## config.mk

```make
export PLATFORM = sky130hd
export DESIGN_NAME = bbdt_top
export DESIGN_NICKNAME = d
export VERILOG_FILES = /design/src/design/bbdt_top.v
export VERILOG_INCLUDE_DIRS = /design/src /design/src/inc
export SDC_FILE = /design/constraint.sdc
export NUM_CORES = 1
export LEC_CHECK = 0
export ABC_AREA = 1
export BUFFER_PORTS_ARGS = -buffer_cell sky130_fd_sc_hd__buf_2
export CORE_MARGIN = 2
export CORE_UTILIZATION = 47
export CTS_CLUSTER_DIAMETER = 60
export DETAILED_ROUTE_END_ITERATION = 12
export MAX_ROUTING_LAYER = met4
export PLACE_DENSITY_LB_ADDON = 0.25
export SLEW_MARGIN = 25
export SYNTH_ARGS = -nofsm -noshare
export SYNTH_HDL_FRONTEND = slang
export SYNTH_SLANG_ARGS = --single-unit
```

## constraint.sdc

```tcl
create_clock -name clock_i -period 7.3 [get_ports clock_i]
set_input_delay 2.19 -clock clock_i [delete_from_list [all_inputs] [get_ports clock_i]]
set_output_delay 2.19 -clock clock_i [all_outputs]
set_load 0.02 [all_outputs]
```

## src/inc/bbdt_map.vh

```
`ifndef BBDT_MAP_VH
`define BBDT_MAP_VH

// ----------------------------------------
// Register indices (byte address = 4 * index)
// ----------------------------------------
`define BBDT_IDX_A_LO 16'h413c
`define BBDT_IDX_A_HI 16'h413d
`define BBDT_IDX_B_LO 16'h413e
`define BBDT_IDX_B_HI 16'h413f
`define BBDT_IDX_CTRL 16'h4140
`define BBDT_IDX_STATUS 16'h4141
`define BBDT_IDX_IRQ_STAT 16'h4142
`define BBDT_IDX_IRQ_MASK 16'h4143
// Descriptor store: 52 byte entries at the start of this 64-index page (index bits 15:6)
`define BBDT_DESC_PAGE 10'h104
`define BBDT_DESC_LEN 52

// ----------------------------------------
// Reset values
// ----------------------------------------
`define BBDT_TMO_LO_RST 8'hd0
`define BBDT_TMO_HI_RST 8'h07
`define BBDT_CTRL_RST 8'h01
`define BBDT_MASK_RST 8'h00

// ----------------------------------------
// Field positions
// ----------------------------------------
`define BBDT_CTRL_EN 0
`define BBDT_ST_CONN 0
`define BBDT_ST_BB 1
`define BBDT_ST_RUN_A 2
`define BBDT_ST_RUN_B 3
`define BBDT_ST_FAIL 4
`define BBDT_IRQ_ACT 0
`define BBDT_IRQ_EXP_A 1
`define BBDT_IRQ_EXP_B 2

// ----------------------------------------
// Timing
// ----------------------------------------
`define BBDT_CLK_KHZ 50000
`define BBDT_UNIT_MS 10
`define BBDT_DETACH_MS 10

`endif

```

## src/design/bbdt_top.v

```verilog
`include "bbdt_map.vh"

module bbdt_top #(
  parameter UNIT_CYC = `BBDT_UNIT_MS * `BBDT_CLK_KHZ,
  parameter DETACH_CYC = `BBDT_DETACH_MS * `BBDT_CLK_KHZ,
  parameter PRE_W = 20
) (
  // Clock and reset
  input wire clock_i,
  input wire srst_i,
  // Avalon-MM slave
  input wire [17:0] avs_address_i,
  input wire avs_read_i,
  input wire avs_write_i,
  input wire [3:0] avs_byteenable_i,
  input wire [31:0] avs_writedata_i,
  output wire [31:0] avs_readdata_o,
  output wire avs_waitrequest_o,
  // Power delivery controller pin
  input wire alt_fail_n_i,
  // USB function core events
  input wire addr_set_i,
  input wire altstr_req_i,
  // Function attach control and interrupt
  output wire connect_o,
  output wire billboard_o,
  output wire irq_o
);

  // ----------------------------------------
  // Constants
  // ----------------------------------------
  localparam [3:0] ST_NORMAL = 4'h1;
  localparam [3:0] ST_DET_BB = 4'h2;
  localparam [3:0] ST_BB = 4'h4;
  localparam [3:0] ST_DET_STD = 4'h8;
  localparam integer UNIT_M1_I = UNIT_CYC - 1;
  localparam integer DETACH_M1_I = DETACH_CYC - 1;
  localparam [PRE_W-1:0] UNIT_M1 = UNIT_M1_I[PRE_W-1:0];
  localparam [PRE_W-1:0] DETACH_M1 = DETACH_M1_I[PRE_W-1:0];

  function [7:0] desc_dflt;
    input integer i;
    begin
      case (i)
        3: desc_dflt = 8'h01;
        4: desc_dflt = 8'h01;
        7: desc_dflt = 8'h80;
        40: desc_dflt = 8'h10;
        41: desc_dflt = 8'h01;
        45: desc_dflt = 8'hff;
        default: desc_dflt = 8'h00;
      endcase
    end
  endfunction

  // ----------------------------------------
  // Registers and wires
  // ----------------------------------------
  reg wait_reg;
  reg [31:0] rdata_reg;
  reg [31:0] rdata_next;
  reg [7:0] to_lo_reg [0:1];
  reg [7:0] to_hi_reg [0:1];
  reg [7:0] ctrl_reg;
  reg [7:0] mask_reg;
  reg [2:0] stat_reg;
  reg [2:0] stat_next;
  reg irq_reg;
  reg [3:0] state_reg;
  reg [3:0] state_next;
  reg connect_reg;
  reg bb_reg;
  reg armed_reg;
  reg [PRE_W-1:0] hold_reg;
  reg sync1_reg;
  reg sync2_reg;
  reg [7:0] desc_reg [0:`BBDT_DESC_LEN-1];
  wire [15:0] idx_w;
  wire wr_go;
  wire [7:0] wbyte_w;
  wire desc_hit;
  wire fail_w;
  wire [1:0] start_w;
  wire [1:0] exp_w;
  wire [1:0] run_w;
  wire hold_done;
  wire activate_w;

  assign idx_w = avs_address_i[17:2];
  assign wr_go = avs_write_i & ~wait_reg & avs_byteenable_i[0];
  assign wbyte_w = avs_writedata_i[7:0];
  assign desc_hit = (idx_w[15:6] == `BBDT_DESC_PAGE) && (idx_w[5:0] < `BBDT_DESC_LEN);
  assign start_w = {altstr_req_i, addr_set_i};
  assign hold_done = (hold_reg == DETACH_M1);

  // ----------------------------------------
  // Failure pin synchroniser
  // ----------------------------------------
  always @(posedge clock_i) begin
    if (srst_i) begin
      sync1_reg <= 1'b1;
      sync2_reg <= 1'b1;
    end else begin
      sync1_reg <= alt_fail_n_i;
      sync2_reg <= sync1_reg;
    end
  end

  assign fail_w = ~sync2_reg;
  assign activate_w = fail_w & armed_reg & ctrl_reg[`BBDT_CTRL_EN];

  // ----------------------------------------
  // Avalon-MM slave
  // ----------------------------------------
  always @* begin
    rdata_next = 32'h0000_0000;
    if (desc_hit) begin
      rdata_next[7:0] = desc_reg[idx_w[5:0]];
    end else begin
      case (idx_w)
        `BBDT_IDX_A_LO: rdata_next[7:0] = to_lo_reg[0];
        `BBDT_IDX_A_HI: rdata_next[7:0] = to_hi_reg[0];
        `BBDT_IDX_B_LO: rdata_next[7:0] = to_lo_reg[1];
        `BBDT_IDX_B_HI: rdata_next[7:0] = to_hi_reg[1];
        `BBDT_IDX_CTRL: rdata_next[7:0] = ctrl_reg;
        `BBDT_IDX_STATUS: rdata_next[4:0] = {fail_w, run_w, bb_reg, connect_reg};
        `BBDT_IDX_IRQ_STAT: rdata_next[2:0] = stat_reg;
        `BBDT_IDX_IRQ_MASK: rdata_next[7:0] = mask_reg;
        default: rdata_next = 32'h0000_0000;
      endcase
    end
  end

  // One wait cycle, then a single-cycle answer
  always @(posedge clock_i) begin
    if (srst_i) begin
      wait_reg <= 1'b1;
      rdata_reg <= 32'h0000_0000;
    end else if (wait_reg && (avs_read_i || avs_write_i)) begin
      wait_reg <= 1'b0;
      rdata_reg <= rdata_next;
    end else begin
      wait_reg <= 1'b1;
    end
  end

  always @(posedge clock_i) begin
    if (srst_i) begin
      to_lo_reg[0] <= `BBDT_TMO_LO_RST;
      to_hi_reg[0] <= `BBDT_TMO_HI_RST;
      to_lo_reg[1] <= `BBDT_TMO_LO_RST;
      to_hi_reg[1] <= `BBDT_TMO_HI_RST;
      ctrl_reg <= `BBDT_CTRL_RST;
      mask_reg <= `BBDT_MASK_RST;
    end else if (wr_go) begin
      case (idx_w)
        `BBDT_IDX_A_LO: to_lo_reg[0] <= wbyte_w;
        `BBDT_IDX_A_HI: to_hi_reg[0] <= wbyte_w;
        `BBDT_IDX_B_LO: to_lo_reg[1] <= wbyte_w;
        `BBDT_IDX_B_HI: to_hi_reg[1] <= wbyte_w;
        `BBDT_IDX_CTRL: ctrl_reg <= {7'h00, wbyte_w[`BBDT_CTRL_EN]};
        `BBDT_IDX_IRQ_MASK: mask_reg <= {5'h00, wbyte_w[2:0]};
        default: ctrl_reg <= ctrl_reg;
      endcase
    end
  end

  // ----------------------------------------
  // Descriptor store
  // ----------------------------------------
  genvar d;
  generate
    for (d = 0; d < `BBDT_DESC_LEN; d = d + 1) begin : g_desc
      always @(posedge clock_i) begin
        if (srst_i) begin
          desc_reg[d] <= desc_dflt(d);
        end else if (wr_go && desc_hit && (idx_w[5:0] == d)) begin
          desc_reg[d] <= wbyte_w;
        end
      end
    end
  endgenerate

  // ----------------------------------------
  // Detach timers
  // ----------------------------------------
  genvar t;
  generate
    for (t = 0; t < 2; t = t + 1) begin : g_tmr
      reg run_reg;
      reg [PRE_W-1:0] pre_reg;
      reg [15:0] unit_reg;
      wire [15:0] tmo_w;
      wire [16:0] unit_inc;
      assign tmo_w = {to_hi_reg[t], to_lo_reg[t]};
      assign unit_inc = {1'b0, unit_reg} + 17'h00001;
      // Zero timeout expires after the first unit
      assign exp_w[t] = run_reg && (pre_reg == UNIT_M1) && (unit_inc >= {1'b0, tmo_w});
      assign run_w[t] = run_reg;
      always @(posedge clock_i) begin
        if (srst_i || (state_reg != ST_BB) || exp_w != 2'b00) begin
          run_reg <= 1'b0;
          pre_reg <= {PRE_W{1'b0}};
          unit_reg <= 16'h0000;
        end else if (!run_reg) begin
          run_reg <= start_w[t];
        end else if (pre_reg == UNIT_M1) begin
          pre_reg <= {PRE_W{1'b0}};
          unit_reg <= unit_inc[15:0];
        end else begin
          pre_reg <= pre_reg + {{(PRE_W-1){1'b0}}, 1'b1};
        end
      end
    end
  endgenerate

  // ----------------------------------------
  // Attach sequencer
  // ----------------------------------------
  always @* begin
    state_next = state_reg;
    case (state_reg)
      ST_NORMAL: begin
        if (activate_w) begin
          state_next = ST_DET_BB;
        end
      end
      ST_DET_BB: begin
        if (hold_done) begin
          state_next = ST_BB;
        end
      end
      ST_BB: begin
        if (exp_w != 2'b00) begin
          state_next = ST_DET_STD;
        end
      end
      ST_DET_STD: begin
        if (hold_done) begin
          state_next = ST_NORMAL;
        end
      end
      default: state_next = ST_NORMAL;
    endcase
  end

  always @(posedge clock_i) begin
    if (srst_i) begin
      state_reg <= ST_NORMAL;
      connect_reg <= 1'b1;
      bb_reg <= 1'b0;
      hold_reg <= {PRE_W{1'b0}};
      armed_reg <= 1'b1;
    end else begin
      state_reg <= state_next;
      connect_reg <= (state_next == ST_NORMAL) || (state_next == ST_BB);
      bb_reg <= (state_next == ST_BB);
      if (state_next != state_reg) begin
        hold_reg <= {PRE_W{1'b0}};
      end else begin
        hold_reg <= hold_reg + {{(PRE_W-1){1'b0}}, 1'b1};
      end
      // Re-arm only after the failure indication is withdrawn
      if (!fail_w) begin
        armed_reg <= 1'b1;
      end else if (state_reg == ST_DET_BB) begin
        armed_reg <= 1'b0;
      end
    end
  end

  // ----------------------------------------
  // Interrupts
  // ----------------------------------------
  always @* begin
    stat_next = stat_reg;
    if (wr_go && (idx_w == `BBDT_IDX_IRQ_STAT)) begin
      stat_next = stat_reg & ~wbyte_w[2:0];
    end
    stat_next[`BBDT_IRQ_ACT] = stat_next[`BBDT_IRQ_ACT] |
                               ((state_reg == ST_NORMAL) && activate_w);
    stat_next[`BBDT_IRQ_EXP_A] = stat_next[`BBDT_IRQ_EXP_A] | exp_w[0];
    stat_next[`BBDT_IRQ_EXP_B] = stat_next[`BBDT_IRQ_EXP_B] | exp_w[1];
  end

  always @(posedge clock_i) begin
    if (srst_i) begin
      stat_reg <= 3'h0;
      irq_reg <= 1'b0;
    end else begin
      stat_reg <= stat_next;
      irq_reg <= |(stat_next & mask_reg[2:0]);
    end
  end

  assign avs_readdata_o = rdata_reg;
  assign avs_waitrequest_o = wait_reg;
  assign connect_o = connect_reg;
  assign billboard_o = bb_reg;
  assign irq_o = irq_reg;

endmodule // bbdt_top

```

==> impl_metrics.yaml <==
power_and_ir_drop:
  p_seq_frac: 0.503
  leakage_nw: 11.5
  power_frac_comb: 0.058
  clockPowerShare: 0.439
  p_int_mw: 5.45
  netSwitchingFraction: 0.236
  p_sw_mw: 1.69
  ir_drop_mv: 0.212
  cellPowerDensity_nw_per_um2: 239
worst_hold_path:
  hold_depth: 1
  hold_class: "register to register"
  hp-start: "sync1_reg"
  min_to: "sync2_reg"
final_layout:
  layout-drive-gt1-share: 0.0881
  area_growth_pct: 10.3
  final_cell_mix: "nor2_1, nand2_1, edfxtp_1"
  final_nets: 3013
  fill_cells: 5219
  fin_cells: 3733
  seqCellArea_um2: 15900
  multi_input_area_um2: 9800
  largest_reg_flops: 416
  final_common_cell: "nor2_1"
  final_area_um2: 29900
  postLayoutCoreUtil: 0.521
timing:
  slew_viol_final: 0
  setup_viol: 0
  slew_headroom: 0.313
  fmax_ghz: 0.206
  hold_viol_final: 0
  skew_ps: 26.3
  worstMarginPinSlew_ps: 1030
  period_needed_ps: 4850
  rsz0062_at_grt: "false"
  fin_crit_sh: 0.665
  final.setup.tns_ps: 0
synthesis:
  async_flop_share: 0
  syn_area_per_cell_um2: 9.31
  synthCells: 2912
  synth_enable_flop_cells: 448
  synthesis.area_um2: 27100
  synth_cell_types: 45
  yosysSeqAreaShare: 0.585
  ys_warn_count: 0
  ys_ff_latch: 568
  synthFlopType: "edfxtp_1"
route:
  final_antenna_net_count: 0
  drt_iter0_drc: 1993
  vias_per_cell: 5.61
  first_pass_iters: 6
  wl_met3_um: 5000
  routedLengthMet1_um: 30300
  routed_wl_um: 72500
  routedWlPerCell_um: 19.4
  wl_met2_um: 34300
  top_layer: "met4"
  num_vias: 20900
  drc: 0
critical_path:
  crit_arrival_ps: 5380
  r2r-start: "g_tmr[0].unit_reg[0]"
  worst_setup_path_start_kind: "input pin"
  r2r_setup_slack_ps: 3380
  crit_required_ps: 7830
  path_class: "input pin to register"
  reg2regPathDepth: 17
  r2r_end: "hold_reg[12]"
  startpoint: "avs_address_i[2]"
  crit_fanout: 77
  crit_path_end_kind: "register"
global_route:
  grt_pass1_vias: 20500
  grt.total_usage: 0.251
  grt_pass1_wl_um: 113000
  grt_overflow: 0
  grt_start_max_net_pins: 78
  antenna_found_initial: 4
die:
  rows: 88
  die_h_um: 244
  core_area_um2: 57400
  start_util: 0.473
  die_area_um2: 59600
  io_pins: 97
  die_x_um: 244
placement:
  hpwl_um: 47300
  dp_cells: 3612
  io_buffers: 43
  post_dp_cell_area_um2: 27900
  gp_congestion: 0.922
clock_tree:
  cts.sinks: 568
  clk_path_buf_depth: 3
  path_clk_slew_ps: 60
  cts-resized-gates: 0
  numCtsBuffers: 66
  cts-htree-levels: 3
  insertion_delay_ps: 600
  root_buffer: "clkbuf_16"
  holdBufCountCts: 0
  cts_setup_buffers: 0
  tritoncts: "done"
status:
  status: "completed"
job:
  drv_cap: 0
==> worst max path at each step <==
| stage | endpoint |
|---|---|
| 6_report | avs_readdata_o[7] |
| 5_1_grt | avs_readdata_o[7] |
| 4_1_cts | desc_reg[0][2] |
| 3_5_place_dp | desc_reg[0][4] |
| 3_3_place_gp | desc_reg[32][2] |
| 2_1_floorplan | desc_reg[0][0] |
==> worst max-delay path, cell delays in order <==
cell and delay, ps:
buf_2 180, nor2_4 660, buf_4 900, a22oi_1 250
nand2_1 130, nand2_1 90, nand2_1 90, nor2_1 40
nor2_1 290, nor2_1 110, nand2_1 110, nand2_1 110
a21oi_1 150
==> power by group through the flow <==
stage / clock network (mW) / logic (mW) / registers [mW]
floorplan: 0 / 0.268 / 3.66
global placement: 0 / 0.398 / 3.66
detailed placement: 0 / 0.405 / 3.66
CTS: 3.18 / 0.407 / 3.59
global route: 3.29 / 0.445 / 3.60
finish: 3.13 / 0.413 / 3.59
==> routing by layer <==
metal / track usage / vias up
met2: 0.398 / 736
met4: 0.100 / 0
met3: 0.0440 / 177
li1: - / 9860
met1: 0.320 / 10200
met5: - / -
==> area by class of cell <==
type	instances	area share
sequential	568	0.530
antenna	4	0.000335
timing repair buffer	80	0.0169
clock inverter	30	0.00736
clock buffer	87	0.0606
multi-input combinational	1999	0.327
inverter	200	0.0253
tap	765	0.0320
==> stage by stage <==
stage | worst slack, ps | hold WS [ps] | total power, mW
floorplan | 2920 | 389 | 3.92
global placement | 1770 | 403 | 4.06
detailed placement | 1780 | 408 | 4.07
CTS | 2390 | 421 | 7.18
global route | 2350 | 439 | 7.34
finish | 2450 | 426 | 7.14
==> cells by family after synthesis <==
kind of cell	after synthesis	synth area share
AO/OA/AOI/OAI	320	0.0738
XOR/XNOR	59	0.0191
adder cells (fa/ha/maj)	37	0.0171
buffers and inverters	368	0.0576
flip-flops	568	0.585
other	1	0.000138
AND/OR/NAND/NOR	1559	0.248
==> synth_stat cells (66+ instances only) <==
master	instances	area (um^2)
a22oi_1	139	1040
edfxtp_1	448	13500
nor3_1	68	340
inv_1	179	672
nand2_1	619	2320
dfxtp_1	120	2400
nand4_1	88	551
o21ai_0	73	365
a21oi_1	66	330
nor2_1	625	2350
nand3_1	71	355
clkbuf_1	82	308
Power figures use the tool's default switching activity.
